## config.mk

```make
export PLATFORM = sky130hd
export DESIGN_NAME = timer16_waveform_ctrl
export DESIGN_NICKNAME = d
export VERILOG_FILES = /design/src/common/timer16_pkg.sv /design/src/verilog/timer16_waveform_ctrl.sv /design/src/verilog/compare_channel.sv
export SDC_FILE = /design/constraint.sdc
export NUM_CORES = 1
export LEC_CHECK = 0
export BUFFER_PORTS_ARGS = -buffer_cell sky130_fd_sc_hd__buf_4
export CAP_MARGIN = 5
export CORE_ASPECT_RATIO = 0.7
export CORE_UTILIZATION = 25
export DETAILED_ROUTE_END_ITERATION = 7
export PLACE_DENSITY_LB_ADDON = 0.25
export SYNTH_ARGS = -nofsm -noshare
export SYNTH_HDL_FRONTEND = slang
export SYNTH_SLANG_ARGS = --single-unit
export TNS_END_PERCENT = 20
```

## constraint.sdc

```tcl
create_clock -name ref_clk -period 5.3 [get_ports ref_clk]
set_input_delay 0.53 -clock ref_clk [delete_from_list [all_inputs] [get_ports ref_clk]]
set_output_delay 0.53 -clock ref_clk [all_outputs]
set_load 0.005 [all_outputs]
```

## src/common/timer16_pkg.sv

```systemverilog
// Purpose: Shared constants and types for the 16-bit timer waveform control.
// Assumes: Byte addresses on a 32-bit classic Wishbone slave.
// Notes: Registers are one aligned word each, narrow data in the low bits.
package timer16_pkg;
  localparam int ADR_W = 5;
  localparam logic [4:0] OFS_CTRL_A = 5'h00;
  localparam logic [4:0] OFS_CTRL_B = 5'h04;
  localparam logic [4:0] OFS_CMP_A = 5'h08;
  localparam logic [4:0] OFS_CMP_B = 5'h0c;
  localparam logic [4:0] OFS_CAPTURE = 5'h10;
  localparam logic [4:0] OFS_DIRECTION = 5'h14;
  localparam logic [4:0] OFS_STATUS = 5'h18;
  localparam logic [4:0] OFS_COUNTER = 5'h1c;
  localparam int CHA_LSB = 6;
  localparam int CHB_LSB = 4;
  localparam int WGM_HI_LSB = 3;
  localparam logic [7:0] CTRL_A_WMASK = 8'hf3;
  localparam logic [7:0] CTRL_A_RST = 8'h00;
  localparam logic [1:0] WGM_HI_RST = 2'h0;
  localparam logic [1:0] DIR_RST = 2'h0;
  localparam logic [15:0] VAL_RST = 16'h0000;
  localparam logic [15:0] BOTTOM_VAL = 16'h0000;
  localparam logic [15:0] MAX_VAL = 16'hffff;
  localparam logic [15:0] TOP_8 = 16'h00ff;
  localparam logic [15:0] TOP_9 = 16'h01ff;
  localparam logic [15:0] TOP_10 = 16'h03ff;
  localparam logic [3:0] MODE_NORMAL = 4'h0;
  localparam logic [3:0] MODE_PC8 = 4'h1;
  localparam logic [3:0] MODE_PC9 = 4'h2;
  localparam logic [3:0] MODE_PC10 = 4'h3;
  localparam logic [3:0] MODE_CTC_OCR = 4'h4;
  localparam logic [3:0] MODE_FAST8 = 4'h5;
  localparam logic [3:0] MODE_FAST9 = 4'h6;
  localparam logic [3:0] MODE_FAST10 = 4'h7;
  localparam logic [3:0] MODE_PFC_CAP = 4'h8;
  localparam logic [3:0] MODE_PFC_OCR = 4'h9;
  localparam logic [3:0] MODE_PC_CAP = 4'ha;
  localparam logic [3:0] MODE_PC_OCR = 4'hb;
  localparam logic [3:0] MODE_CTC_CAP = 4'hc;
  localparam logic [3:0] MODE_RSVD = 4'hd;
  localparam logic [3:0] MODE_FAST_CAP = 4'he;
  localparam logic [3:0] MODE_FAST_OCR = 4'hf;
  typedef enum logic [2:0] {
    KIND_NORMAL, KIND_CTC, KIND_PHASE, KIND_PFC, KIND_FAST, KIND_RSVD
  } kind_t;
  typedef struct packed {
    logic atTop;
    logic atBottom;
    logic countUp;
  } slope_t;
  typedef struct packed {
    logic match;
    logic cmpAtTop;
    logic cmpAtBottom;
  } hit_t;
endpackage : timer16_pkg

```

## src/verilog/timer16_waveform_ctrl.sv

```systemverilog
// Purpose: Mode decode, counter and compare outputs of a 16-bit timer.
// Assumes: Counter steps once per ref_clk; no prescaler, no input capture.
// Notes: Register map on a classic Wishbone slave, one word per register.
//
// The Wishbone slave port and the placing of the registers are this design's own decisions.
`timescale 1ns/100ps
`default_nettype none
module timer16_waveform_ctrl
  import timer16_pkg::*;
  (
  input wire logic ref_clk,
  input wire logic reset,
  input wire logic wb_cyc_i,
  input wire logic wb_stb_i,
  input wire logic wb_we_i,
  input wire logic [ADR_W-1:0] wb_adr_i,
  input wire logic [3:0] wb_sel_i,
  input wire logic [31:0] wb_dat_i,
  output logic [31:0] wb_dat_o,
  output logic wb_ack_o,
  output logic [1:0] compareOut,
  output logic [1:0] compareOe,
  output logic [1:0] compareOverride,
  output logic overflowFlag
  );
  logic [7:0] ctrlA_ff;
  logic [7:0] nxt_ctrlA;
  logic [1:0] wgmHi_ff;
  logic [1:0] nxt_wgmHi;
  logic [15:0] cmpBuf_ff [2];
  logic [15:0] nxt_cmpBuf [2];
  logic [15:0] cmp_ff [2];
  logic [15:0] nxt_cmp [2];
  logic [15:0] capture_ff;
  logic [15:0] nxt_capture;
  logic [1:0] dir_ff;
  logic [1:0] nxt_dir;
  logic ovf_ff;
  logic nxt_ovf;
  logic ack_ff;
  logic nxt_ack;
  logic [31:0] rd_ff;
  logic [31:0] nxt_rd;
  logic [31:0] rdMux;
  logic [15:0] cnt_ff;
  logic [15:0] nxt_cnt;
  logic countUp_ff;
  logic nxt_countUp;
  logic [1:0] override_ff;
  logic [1:0] nxt_override;
  logic [1:0] oe_ff;
  logic [1:0] nxt_oe;
  logic busReq;
  logic [3:0] waveMode;
  kind_t kind;
  logic [15:0] topVal;
  slope_t slope;
  logic ovfEvent;
  logic loadCmp;
  logic [1:0] chanMode [2];
  hit_t hit [2];
  logic [1:0] waveBits;

  function automatic logic [15:0] merge16(input logic [15:0] old, input logic [31:0] data,
                                          input logic [3:0] sel);
    merge16 = {sel[1] ? data[15:8] : old[15:8], sel[0] ? data[7:0] : old[7:0]};
  endfunction : merge16

  assign waveMode = {wgmHi_ff, ctrlA_ff[1:0]};
  assign chanMode[0] = ctrlA_ff[CHA_LSB +: 2];
  assign chanMode[1] = ctrlA_ff[CHB_LSB +: 2];
  assign busReq = wb_cyc_i & wb_stb_i & ~ack_ff;

  // Mode decode into counting kind and TOP source
  always_comb begin
    kind = KIND_RSVD;
    unique case (waveMode)
      MODE_NORMAL: kind = KIND_NORMAL;
      MODE_CTC_OCR, MODE_CTC_CAP: kind = KIND_CTC;
      MODE_PC8, MODE_PC9, MODE_PC10, MODE_PC_CAP, MODE_PC_OCR: kind = KIND_PHASE;
      MODE_PFC_CAP, MODE_PFC_OCR: kind = KIND_PFC;
      MODE_FAST8, MODE_FAST9, MODE_FAST10, MODE_FAST_CAP, MODE_FAST_OCR: kind = KIND_FAST;
      MODE_RSVD: kind = KIND_RSVD;
    endcase
  end

  always_comb begin
    topVal = MAX_VAL;
    unique case (waveMode)
      MODE_NORMAL, MODE_RSVD: topVal = MAX_VAL;
      MODE_PC8, MODE_FAST8: topVal = TOP_8;
      MODE_PC9, MODE_FAST9: topVal = TOP_9;
      MODE_PC10, MODE_FAST10: topVal = TOP_10;
      MODE_CTC_OCR, MODE_PFC_OCR, MODE_PC_OCR, MODE_FAST_OCR: topVal = cmp_ff[0];
      MODE_CTC_CAP, MODE_PFC_CAP, MODE_PC_CAP, MODE_FAST_CAP: topVal = capture_ff;
    endcase
  end

  assign slope.atTop = (cnt_ff == topVal);
  assign slope.atBottom = (cnt_ff == BOTTOM_VAL);
  assign slope.countUp = countUp_ff;

  // Counter, overflow event and compare update point
  always_comb begin
    nxt_cnt = cnt_ff;
    nxt_countUp = countUp_ff;
    ovfEvent = 1'b0;
    loadCmp = 1'b0;
    unique case (kind)
      KIND_NORMAL, KIND_CTC: begin
        nxt_cnt = slope.atTop ? BOTTOM_VAL : cnt_ff + 16'h0001;
        nxt_countUp = 1'b1;
        ovfEvent = (cnt_ff == MAX_VAL);
        loadCmp = 1'b1;
      end
      KIND_FAST: begin
        nxt_cnt = slope.atTop ? BOTTOM_VAL : cnt_ff + 16'h0001;
        nxt_countUp = 1'b1;
        ovfEvent = slope.atTop;
        loadCmp = slope.atTop;
      end
      KIND_PHASE, KIND_PFC: begin
        // A TOP lowered below the count turns the slope at once
        if (countUp_ff && cnt_ff >= topVal) begin
          nxt_countUp = 1'b0;
          nxt_cnt = cnt_ff - 16'h0001;
        end else if (countUp_ff || slope.atBottom) begin
          nxt_countUp = 1'b1;
          nxt_cnt = cnt_ff + 16'h0001;
        end else begin
          nxt_cnt = cnt_ff - 16'h0001;
        end
        ovfEvent = slope.atBottom && !countUp_ff;
        loadCmp = (kind == KIND_PFC) ? slope.atBottom : slope.atTop;
      end
      KIND_RSVD: begin
        nxt_cnt = BOTTOM_VAL;
        nxt_countUp = 1'b1;
      end
    endcase
  end

  always_ff @(posedge ref_clk or posedge reset) begin
    if (reset) begin
      cnt_ff <= BOTTOM_VAL;
      countUp_ff <= 1'b1;
    end else begin
      cnt_ff <= nxt_cnt;
      countUp_ff <= nxt_countUp;
    end
  end

  // Read data mux
  always_comb begin
    rdMux = 32'h0000_0000;
    unique case (wb_adr_i)
      OFS_CTRL_A: rdMux = {24'h000000, ctrlA_ff & CTRL_A_WMASK};
      OFS_CTRL_B: rdMux = {27'h0000000, wgmHi_ff, 3'h0};
      OFS_CMP_A: rdMux = {16'h0000, cmpBuf_ff[0]};
      OFS_CMP_B: rdMux = {16'h0000, cmpBuf_ff[1]};
      OFS_CAPTURE: rdMux = {16'h0000, capture_ff};
      OFS_DIRECTION: rdMux = {30'h00000000, dir_ff};
      OFS_STATUS: rdMux = {31'h00000000, ovf_ff};
      OFS_COUNTER: rdMux = {16'h0000, cnt_ff};
      default: rdMux = 32'h0000_0000;
    endcase
  end

  // Register file and bus answer
  always_comb begin
    nxt_ctrlA = ctrlA_ff;
    nxt_wgmHi = wgmHi_ff;
    nxt_cmpBuf = cmpBuf_ff;
    nxt_cmp = cmp_ff;
    nxt_capture = capture_ff;
    nxt_dir = dir_ff;
    nxt_ovf = ovf_ff;
    nxt_ack = busReq;
    nxt_rd = rd_ff;
    if (busReq && !wb_we_i) begin
      nxt_rd = rdMux;
    end
    if (busReq && wb_we_i) begin
      unique case (wb_adr_i)
        OFS_CTRL_A: if (wb_sel_i[0]) nxt_ctrlA = wb_dat_i[7:0] & CTRL_A_WMASK;
        OFS_CTRL_B: if (wb_sel_i[0]) nxt_wgmHi = wb_dat_i[WGM_HI_LSB +: 2];
        OFS_CMP_A: nxt_cmpBuf[0] = merge16(cmpBuf_ff[0], wb_dat_i, wb_sel_i);
        OFS_CMP_B: nxt_cmpBuf[1] = merge16(cmpBuf_ff[1], wb_dat_i, wb_sel_i);
        OFS_CAPTURE: nxt_capture = merge16(capture_ff, wb_dat_i, wb_sel_i);
        OFS_DIRECTION: if (wb_sel_i[0]) nxt_dir = wb_dat_i[1:0];
        OFS_STATUS: if (wb_sel_i[0] && wb_dat_i[0]) nxt_ovf = 1'b0;
        default: nxt_ovf = nxt_ovf;
      endcase
    end
    // A new overflow beats a clear in the same cycle
    if (ovfEvent) begin
      nxt_ovf = 1'b1;
    end
    if (loadCmp) begin
      nxt_cmp = cmpBuf_ff;
    end
  end

  always_ff @(posedge ref_clk or posedge reset) begin
    if (reset) begin
      ctrlA_ff <= CTRL_A_RST;
      wgmHi_ff <= WGM_HI_RST;
      cmpBuf_ff <= '{VAL_RST, VAL_RST};
      cmp_ff <= '{VAL_RST, VAL_RST};
      capture_ff <= VAL_RST;
      dir_ff <= DIR_RST;
      ovf_ff <= 1'b0;
      ack_ff <= 1'b0;
      rd_ff <= 32'h0000_0000;
    end else begin
      ctrlA_ff <= nxt_ctrlA;
      wgmHi_ff <= nxt_wgmHi;
      cmpBuf_ff <= nxt_cmpBuf;
      cmp_ff <= nxt_cmp;
      capture_ff <= nxt_capture;
      dir_ff <= nxt_dir;
      ovf_ff <= nxt_ovf;
      ack_ff <= nxt_ack;
      rd_ff <= nxt_rd;
    end
  end

  // Pin ownership and driver enable
  always_comb begin
    nxt_override[0] = |chanMode[0];
    nxt_override[1] = |chanMode[1];
    nxt_oe = nxt_override & dir_ff;
  end

  always_ff @(posedge ref_clk or posedge reset) begin
    if (reset) begin
      override_ff <= 2'b00;
      oe_ff <= 2'b00;
    end else begin
      override_ff <= nxt_override;
      oe_ff <= nxt_oe;
    end
  end

  for (genvar g = 0; g < 2; g++) begin : gen_chan
    assign hit[g].match = (cnt_ff == cmp_ff[g]);
    assign hit[g].cmpAtTop = (cmp_ff[g] == topVal);
    assign hit[g].cmpAtBottom = (cmp_ff[g] == BOTTOM_VAL);
    compare_channel #(.CHAN_A(g == 0)) u_chan (
      .ref_clk(ref_clk),
      .reset(reset),
      .kind(kind),
      .waveMode(waveMode),
      .outMode(chanMode[g]),
      .slope(slope),
      .hit(hit[g]),
      .waveBit(waveBits[g])
    );
  end

  assign wb_dat_o = rd_ff;
  assign wb_ack_o = ack_ff;
  assign compareOut = waveBits;
  assign compareOe = oe_ff;
  assign compareOverride = override_ff;
  assign overflowFlag = ovf_ff;
endmodule : timer16_waveform_ctrl
`default_nettype wire

```

## src/verilog/compare_channel.sv

```systemverilog
// Purpose: Waveform bit of one compare channel.
// Assumes: Events come from the counter of the parent, one per clock.
// Notes: Channel A alone may toggle in the PWM modes.
`timescale 1ns/100ps
`default_nettype none
module compare_channel
  import timer16_pkg::*;
  #(parameter bit CHAN_A = 1'b1)
  (
  input wire logic ref_clk,
  input wire logic reset,
  input wire kind_t kind,
  input wire logic [3:0] waveMode,
  input wire logic [1:0] outMode,
  input wire slope_t slope,
  input wire hit_t hit,
  output logic waveBit
  );
  logic wave_ff;
  logic nxt_wave;
  logic fastToggle;
  logic dualToggle;

  assign fastToggle = CHAN_A && (waveMode == MODE_FAST_CAP || waveMode == MODE_FAST_OCR);
  assign dualToggle = CHAN_A && waveMode >= MODE_PFC_CAP && waveMode <= MODE_PC_OCR;

  always_comb begin
    nxt_wave = wave_ff;
    unique case (kind)
      KIND_NORMAL, KIND_CTC: begin
        if (hit.match && outMode == 2'b01) begin
          nxt_wave = ~wave_ff;
        end else if (hit.match && outMode[1]) begin
          nxt_wave = outMode[0];
        end
      end
      KIND_FAST: begin
        if (outMode == 2'b01) begin
          if (fastToggle && hit.match) begin
            nxt_wave = ~wave_ff;
          end
        end else if (outMode[1]) begin
          // TOP checked first, so a compare at TOP is dropped
          if (slope.atTop) begin
            nxt_wave = ~outMode[0];
          end else if (hit.match) begin
            nxt_wave = outMode[0];
          end
        end
      end
      KIND_PHASE, KIND_PFC: begin
        if (outMode == 2'b01) begin
          if (dualToggle && hit.match) begin
            nxt_wave = ~wave_ff;
          end
        end else if (outMode[1] && hit.match) begin
          if (hit.cmpAtBottom) begin
            nxt_wave = outMode[0];
          end else if (hit.cmpAtTop) begin
            nxt_wave = ~outMode[0];
          end else if (slope.countUp) begin
            nxt_wave = outMode[0];
          end else begin
            nxt_wave = ~outMode[0];
          end
        end
      end
      KIND_RSVD: nxt_wave = wave_ff;
    endcase
  end

  always_ff @(posedge ref_clk or posedge reset) begin
    if (reset) begin
      wave_ff <= 1'b0;
    end else begin
      wave_ff <= nxt_wave;
    end
  end

  assign waveBit = wave_ff;
endmodule : compare_channel
`default_nettype wire

```

Word-level counts from Yosys, hierarchy flattened
Memory sizes are Yosys's and may differ from the RTL's.
Cells that the tools add are included.
{"block": "totals", "register_bits": 147, "romBits": 48, "in_bits": 46, "out_inout_bits": 40, "mem_count": 1}
{"block": "op_classes", "add_sub_neg": 2, "order_cmp": 3, "n_eq_ne": 48, "muxes": 42, "bitwise_logic": 9, "reduce_logical": 49}
{"memory": "(name not given)", "depth": 16, "width": 3, "rd": 1, "rd_clocked_by_memory_dff": 0, "write_ports": 0, "line": "timer16_waveform_ctrl.sv:77", "text": "unique case (waveMode)"}
{"op": "16-bit one-hot mux with 8 select lines", "count": 1}
{"op": "16-bit one-hot mux with 6 select lines", "count": 1}
{"op": "16-bit == test", "count": 5}
{"op": "16-bit zero test", "count": 3}
{"op": "16-bit 2-to-1 mux", "count": 3}
{"op": "16-bit one-hot mux with 3 select lines", "count": 1}
{"op": "4-bit == test (second input constant)", "count": 8}
{"op": "1-bit 2-to-1 mux", "count": 31}
{"op": "3-bit AND reduction", "count": 10}
{"op": "5-bit == test (second input constant)", "count": 4}
{"op": "16-bit by 1-bit adder with 16-bit output (second input constant)", "count": 1}
{"op": "16-bit == test (second input constant)", "count": 1}
{"op": "4-bit by 3-bit == test with 1-bit output (second input constant)", "count": 4}
{"op": "16-bit >= comparator", "count": 1}
{"op": "2-bit OR reduction", "count": 8}
{"op": "16-bit by 1-bit subtractor with 16-bit output (second input constant)", "count": 1}
{"op": "7-bit AND reduction", "count": 2}
{"op": "1-bit logical AND", "count": 12}
{"op": "1-bit one-hot mux with 3 select lines", "count": 4}
{"op": "4-bit OR reduction", "count": 3}
{"op": "5-bit by 4-bit == test with 1-bit output (second input constant)", "count": 2}
{"op": "3-bit by 1-bit inequality test with 1-bit output (second input constant)", "count": 3}
{"op": "3-bit inequality test (second input constant)", "count": 3}
{"op": "4-bit by 2-bit == test with 1-bit output (second input constant)", "count": 2}
{"op": "23 further kinds", "count": 39}

Longest topological paths before layout
Gate-level depths: netlist (run 1).
{"block": "logic_depth", "ltp_word": 9, "mapped_depth": 18}

Cells and area by module
A second synthesis (run 1) with hierarchy kept.
{"block": "unflattened", "cells_unflattened": 854, "hier_area_um2": 8217.9}
{"module": "timer16_waveform_ctrl", "instances": 1, "cells_per_inst": 807, "area_per_inst_um2": 7885.1, "seq_area_each_um2": 3229.3}
{"module": "compare_channel at gen_chan[0].u_chan", "instances": 1, "cells_per_inst": 25, "area_per_inst_um2": 176.4, "seq_area_each_um2": 25.0}
{"module": "compare_channel at gen_chan[1].u_chan", "instances": 1, "cells_per_inst": 22, "area_per_inst_um2": 156.4, "seq_area_each_um2": 25.0}

Worst setup path after synthesis (run 1)
Ideal clock, no wire load.
{"block": "synth_timing", "path_type": "reg2reg", "start": "register ctrlA_ff[0]", "end": "register cnt_ff[2]", "arrival_ns": 3.073, "t_required_ns": 5.174, "slack_ns": 2.101, "path_stages_with_launch": 17, "n_path_buf": 5, "synth_period_minus_slack_ns": 3.199, "path_cell_list": "dfrtp_1 > buf_4 > buf_4 > buf_4 > and2_1 > o21ai_0 > o21a_1 > ha_1 > a21o_1 > a21o_1 > a221oi_1 > o211ai_1 > o21a_1 > buf_2 > buf_1 > a221oi_1 > nor2_1"}
{"block": "synth_between", "elab_chain_cells": 7, "word_cells_on_any_way": 38}
{"element": "start, declared", "line": "timer16_waveform_ctrl.sv:26", "text": "logic [7:0] ctrlA_ff;"}
{"element": "start signal, assigned", "line": "timer16_waveform_ctrl.sv:216", "text": "ctrlA_ff <= nxt_ctrlA;"}
{"element": "4-bit == test, or another cell as far along", "line": "timer16_waveform_ctrl.sv:89", "text": "unique case (waveMode)"}
{"element": "4-bit OR reduction / 2-bit OR reduction (equally long branches)", "line": "timer16_waveform_ctrl.sv:89"}
{"element": "16-bit one-hot mux with 6 select lines", "line": "timer16_waveform_ctrl.sv:89"}
{"element": "16-bit >= comparator", "line": "timer16_waveform_ctrl.sv:124", "text": "if (countUp_ff && cnt_ff >= topVal) begin"}
{"element": "1-bit logical AND", "line": "timer16_waveform_ctrl.sv:124"}
{"element": "16-bit 2-to-1 mux", "line": "timer16_waveform_ctrl.sv:124"}
{"element": "16-bit one-hot mux with 3 select lines *", "line": "timer16_waveform_ctrl.sv:109", "text": "unique case (kind)"}
{"element": "named net nxt_cnt[2]", "line": "timer16_waveform_ctrl.sv:46", "text": "logic [15:0] nxt_cnt;"}
{"element": "end signal, assigned", "line": "timer16_waveform_ctrl.sv:148", "text": "cnt_ff <= nxt_cnt;"}
{"element": "end, declared", "line": "timer16_waveform_ctrl.sv:45", "text": "logic [15:0] cnt_ff;"}
The timed path passes the listed nets; every way through them passes the cells marked *.
A chain may end at the register's enable or synchronous reset.

Worst setup path after layout (run 1)
{"block": "layout_timing", "start": "register ctrlA_ff[1]", "end": "register cnt_ff[3]"}
Same word-level chain as after synthesis.

==> metrics.cfg, run 1 <==
[cells_and_area]
layout-drive-gt1-share_pct = 22.4
area_delta_synth_final_pct = 14.7
multi_input_area_mm2 = 0.00475
fin_nets = 980
final_common_cell = dfrtp_1
stdcell_count = 1362
fillCellCount = 3542
register_area_mm2 = 0.00328
final_cell_mix = 130 x dfrtp_1, 90 x mux2_2, 69 x buf_4, 61 x nor2_1, 55 x a21oi_1

[power_and_ir_drop]
sw_frac_of_total_pct = 39.7
p_per_area_mw_per_mm2 = 404
p_int_mw = 2.37
irDropWorstVdd_mv = 0.164
p_leak_nw = 4.34
seqPwrFrac_pct = 38.8
switchingPower_mw = 1.56
comb_power_share_pct = 33.5
p_total_mw = 3.93
p_clk_share_pct = 27.7

[worst_setup_path]
worstPathMaxFanout = 19
critPathKind = reg -> reg
slowest_stage = or4b_1
path_buf_inv = 2
arrival_ps = 4800
rrSetupSlack_ps = 860
crit_path_end_kind = flop
worstSetupStartpointType = flop
r2r_start = ctrlA_ff[1]
rr_worst_depth = 13
r2r_end = cnt_ff[3]
critPathMaxStageDelay_ps = 710
path_cells = buf_4 -> or4b_1 -> o22ai_1 -> ha_1 -> nand4_1 -> nor2_1 -> nand3_1 -> o211ai_1 -> o21a_1 -> nor2_1 -> buf_4 -> o2bb2a_1 -> o22ai_1
critPathTopFamily = simple AND/OR/NAND/NOR gates
worstPathRequired_ps = 5660

[worst_hold_path]
min_path_type = in -> async

[timing]
totalNegativeSetupSlack_ps = 0
setup_ws_ps = 856
fin_worst_skew_ps = 11.1
setup_violations = 0
period_share_pct = 83.8
period_minus_slack_ps = 4440
clock.fmax_ghz = 0.225
worst_pin_slew_ps = 963
rsz0062_at_grt = no
maxSlewViolCount = 0
hold_viol_final = 0
relSlewSlack_pct = 35.2

[logic_synthesis]
synth_edf_count = 0
syn_area_per_cell_um2 = 9.50
synthCells = 893
yosys_warnings = 0
netlist-cell-type-count = 71
ys_async_sr_fraction_pct = 100
synth_flop_cell = dfrtp_1
seq_area_frac_synth_pct = 38.7
synth_seq_cells = 131
netlist_area_mm2 = 0.00848

[clocking]
htree_levels = 4
path_clk_slew_ps = 60
clock_latency_ps = 450
cts_num_sinks = 131
cts_max_path_buffers = 2
hold_buffers = 0
ctsResizeCount = 0
postCtsSetupBuffers = 0
cts_root_buf = clkbuf_16
cts_tree = done
numCtsBuffers = 17

[floorplan]
core_area_mm2 = 0.0334
initial_core_util_pct = 25.4
row_count = 56
ios = 86
die_x_um = 222
dieArea_mm2 = 0.0347
die_h_um = 156

[global_routing]
antenna_found_initial = 0
grt_pass1_wl_um = 44700
grt_overflow = 0
track_usage_pct = 17.4
grt_max_degree = 82
grt_pass1_vias = 6815

[routing]
ant_nets = 0
wire_per_inst_um = 21.6
drt-total-wl_um = 29500
vias = 7152
avgViaCountPerCell = 5.25
drcViolationCount = 0
drtPass1Iterations = 8
drt_iter0_markers = 693

[run_status]
status = completed

[placed_design]
place_inst = 1331
gp_congestion = 0.934
portBuffers = 51
dp_slack_ps = 958
hpwl_um = 21900

[flow_run]
cap_violations = 0

## worst max path at each step
stage,cells after the start,slack [ps],to,startpoint
3_3_place_gp,13,920,cnt_ff[3],ctrlA_ff[1]
4_1_cts,13,930,cnt_ff[3],ctrlA_ff[1]
6_report,13,860,cnt_ff[3],ctrlA_ff[1]
2_1_floorplan,1,1270,capture_ff[0],reset
5_1_grt,15,590,cnt_ff[9],ctrlA_ff[1]
3_5_place_dp,13,960,cnt_ff[3],ctrlA_ff[1]
## synth_stat cells, types with 11 or more instances
cell | instances | area (um^2)
nor4_1 | 20 | 125
nand4_1 | 16 | 100
mux2_2 | 90 | 1010
xor2_1 | 21 | 184
nor2b_1 | 12 | 75.1
buf_2 | 11 | 55.1
nor3_1 | 20 | 100
nand2_1 | 52 | 195
clkbuf_1 | 42 | 158
a22o_1 | 17 | 149
nand2b_1 | 13 | 81.3
ha_1 | 19 | 238
a31oi_1 | 20 | 125
nor2_1 | 61 | 229
and3_1 | 18 | 113
dfrtp_1 | 130 | 3250
xnor2_1 | 19 | 166
a22oi_1 | 17 | 128
buf_4 | 23 | 173
o21a_1 | 13 | 97.6
o21ai_0 | 25 | 125
a21oi_1 | 55 | 275
o22ai_1 | 13 | 81.3
inv_1 | 27 | 101
nand3_1 | 14 | 70.1
## through the flow
step / cell area (um^2) / hold WS, ps / util [%]
CTS: 9730 / 263 / 29.1
floorplan: 8540 / 471 / -
global placement: 9200 / 506 / 27.5
detailed placement: 9200 / 518 / 27.5
finish: 9730 / 230 / 29.1
global route: 9730 / 286 / 29.1
## per-layer routing
metal	up-vias	track usage (%)	wire length (um)
met5	-	0	0
met4	0	4.13	310
met3	23	4.60	1890
met2	221	22.8	11400
met1	3595	27.4	15800
li1	3313	-	-
## cell type report
cell class	instances	share of cell area, %
diodes	1	0.0257
clock buffers	19	4.45
clock inverters	11	0.939
inverters	27	1.09
multi-input cells	669	48.9
flip-flops and latches	131	33.7
well taps	435	5.59
repair buffers	69	5.32
## flip-flops by register name, indices dropped and copies added (netlist names)
signal and flops:
cmp_ff 32, cmpBuf_ff 32, countUp_ff 1, compareOe 2, capture_ff 16, wb_ack_o 1, dir_ff 2, wb_dat_o 16
wgmHi_ff 2, ctrlA_ff 6, compareOverride 2, cnt_ff 16, gen_chan.u_chan.waveBit 2, overflowFlag 1
## worst reg2reg max path: stages (launching register included)
cell	delay (ps)
dfrtp_1	670
buf_4	320
or4b_1	710
o22ai_1	350
ha_1	320
nand4_1	100
nor2_1	90
nand3_1	250
o211ai_1	210
o21a_1	250
nor2_1	420
buf_4	270
o2bb2a_1	230
o22ai_1	160
## cells by family (layout without fill, tap and decap cells)
group,count (synthesis),after routing,share of synthesized area [%]
AO/OA/AOI/OAI,236,236,19.3
XOR/XNOR,40,40,4.13
adder cells (fa/ha/maj),19,19,2.80
buffers and inverters,108,126,6.14
flip-flops,131,131,38.7
multiplexers,94,94,12.4
other,1,17,0.0442
AND/OR/NAND/NOR,264,264,16.5
## power by group through the flow
| stage | clock (mW) | combinational, mW | sequential [mW] |
|---|---|---|---|
| floorplan | 0 | 1.10 | 1.25 |
| global route | 1.16 | 1.46 | 1.55 |
| detailed placement | 0 | 1.29 | 1.53 |
| CTS | 1.11 | 1.30 | 1.52 |
| finish | 1.09 | 1.32 | 1.53 |
| global placement | 0 | 1.30 | 1.53 |
No activity file was read; power rests on OpenSTA's default activity.
==> run 2: changes to the inputs <==
clock period = 4 ns   (was 5.3 ns; I/O delays follow)
==> metrics.cfg, run 2 (synthesized netlist as in run 1, its figures left out) <==
[floorplan]
die_h_um = 156
ios = 86
core_area_mm2 = 0.0334
die_x_um = 222
dieArea_mm2 = 0.0347
initial_core_util_pct = 25.4
row_count = 56

[worst_setup_path]
path_common_cell = buf_4
worstSetupStartpointType = flop
worstPathRequired_ps = 4300
rr_worst_depth = 16
slowest_stage = dfrtp_1
critPathKind = reg -> reg
worstPathMaxFanout = 12
crit_path_end_kind = flop
critPathMaxStageDelay_ps = 520
path_cells = buf_4 -> and3_1 -> a21oi_1 -> o21a_1 -> ha_1 -> a21o_1 -> a21o_1 -> a221oi_1 -> o211ai_1 -> o21a_1 -> buf_4 -> inv_1 -> buf_4 -> nor2_1 -> a211oi_1 -> a21oi_1
arrival_ps = 4100

[routing]
avgViaCountPerCell = 5.26
drtPass1Iterations = 6
drt_iter0_markers = 905
ant_nets = 0
vias = 7350
wire_per_inst_um = 21.5
drcViolationCount = 0
drt-total-wl_um = 30100

[placed_design]
portBuffers = 51
gp_congestion = 0.945
place_inst = 1364
hpwl_um = 22600

[clocking]
postCtsSetupBuffers = 0
path_clk_slew_ps = 60
numCtsBuffers = 17
hold_buffers = 0
cts_tree = done
clock_latency_ps = 440
cts_root_buf = clkbuf_16
cts_max_path_buffers = 2
cts_num_sinks = 131
htree_levels = 4

[cells_and_area]
register_area_mm2 = 0.00328
multi_input_area_mm2 = 0.00476
final_cell_mix = 130 x dfrtp_1, 98 x buf_4, 90 x mux2_2, 60 x nor2_1, 55 x a21oi_1
fillCellCount = 3502
final_common_cell = dfrtp_1
stdcell_count = 1397
area_delta_synth_final_pct = 19.4
final_util_pct = 30.3
fin_nets = 1013
layout-drive-gt1-share_pct = 25.4
largestRegisters = cmpBuf_ff x32, cmp_ff x32

[power_and_ir_drop]
irDropWorstVdd_mv = 0.267
p_leak_nw = 4.57
p_total_mw = 5.65
p_per_area_mw_per_mm2 = 558

[global_routing]
grt_pass1_wl_um = 45800
antenna_found_initial = 1
grt_overflow = 0
grt_max_degree = 75
track_usage_pct = 17.7
grt_pass1_vias = 7085

[timing]
fin_worst_skew_ps = 9.90
hold_slack_ps = 21.1
worst_pin_slew_ps = 1060
period_share_pct = 94.9
period_minus_slack_ps = 3800
clock.fmax_ghz = 0.263
relSlewSlack_pct = 28.8
rsz0062_at_grt = no
setup_violations = 0
maxSlewViolCount = 0
totalNegativeSetupSlack_ps = 0
hold_viol_final = 0

[run_status]
status = completed

[worst_hold_path]
min_path_type = in -> async

[flow_run]
cap_violations = 0

run 2: layout make-up:
type	instances	area share, %
tap	435	5.38
antenna	1	0.0247
clock inverter	11	1.48
timing repair buffer	102	8.06
inverter	27	1.05
sequential	131	32.4
clock buffer	21	4.65
multi-input combinational	669	47.0
run 2: worst paths after layout:
check / startpoint / to / slack [ps]
min in group ref_clk: wb_dat_i[6] / ctrlA_ff[6] / 210
max: wgmHi_ff[0] / cnt_ff[8] / 200
min reg2reg: dir_ff[1] / compareOe[1] / 520
max reg2reg: wgmHi_ff[0] / cnt_ff[8] / 200
max in group asynchronous: reset / cmp_ff[9] / 3140
min: reset / compareOe[1] / 20
run 2: timing repair:
item	4_1_cts	5_1_grt
endpoints found under the setup margin	0	9
endpoints found under the hold margin	0	0
gates resized for setup	0	1
run 2: report_power, final:
| part | switching (mW) | internal, mW | leakage (nW) |
|---|---|---|---|
| Sequential | 0.365 | 1.50 | 1.72 |
| Clock | 0.633 | 1.03 | 0.300 |
| Combinational | 1.16 | 0.962 | 2.54 |
| Total | 2.15 | 3.50 | 4.57 |
run 2: worst max-delay path: cells and delay by family, from the launching register on:
kind	cells	cell delay, ps
fa+ha+maj	1	310
buf+inv	4	910
simple gates	2	320
flops	1	520
compound gates	9	1580
run 2: layer usage:
metal,vias to the layer above,part of all wire [%],GRT usage (%),wire length [um]
met5,-,0,0,0
met4,0,0.98,4.07,295
met3,28,7.0,4.52,2110
met2,271,39,23.5,11800
met1,3665,53,27.7,15900
li1,3386,-,-,-
run 2: through the flow:
stage               worst slack [ps]  instance area, um^2
finish                           203                10100
global route                    9.59                10100
CTS                             97.2                10100
detailed placement               116                 9500
global placement                 187                 9500
floorplan                        104                 8540
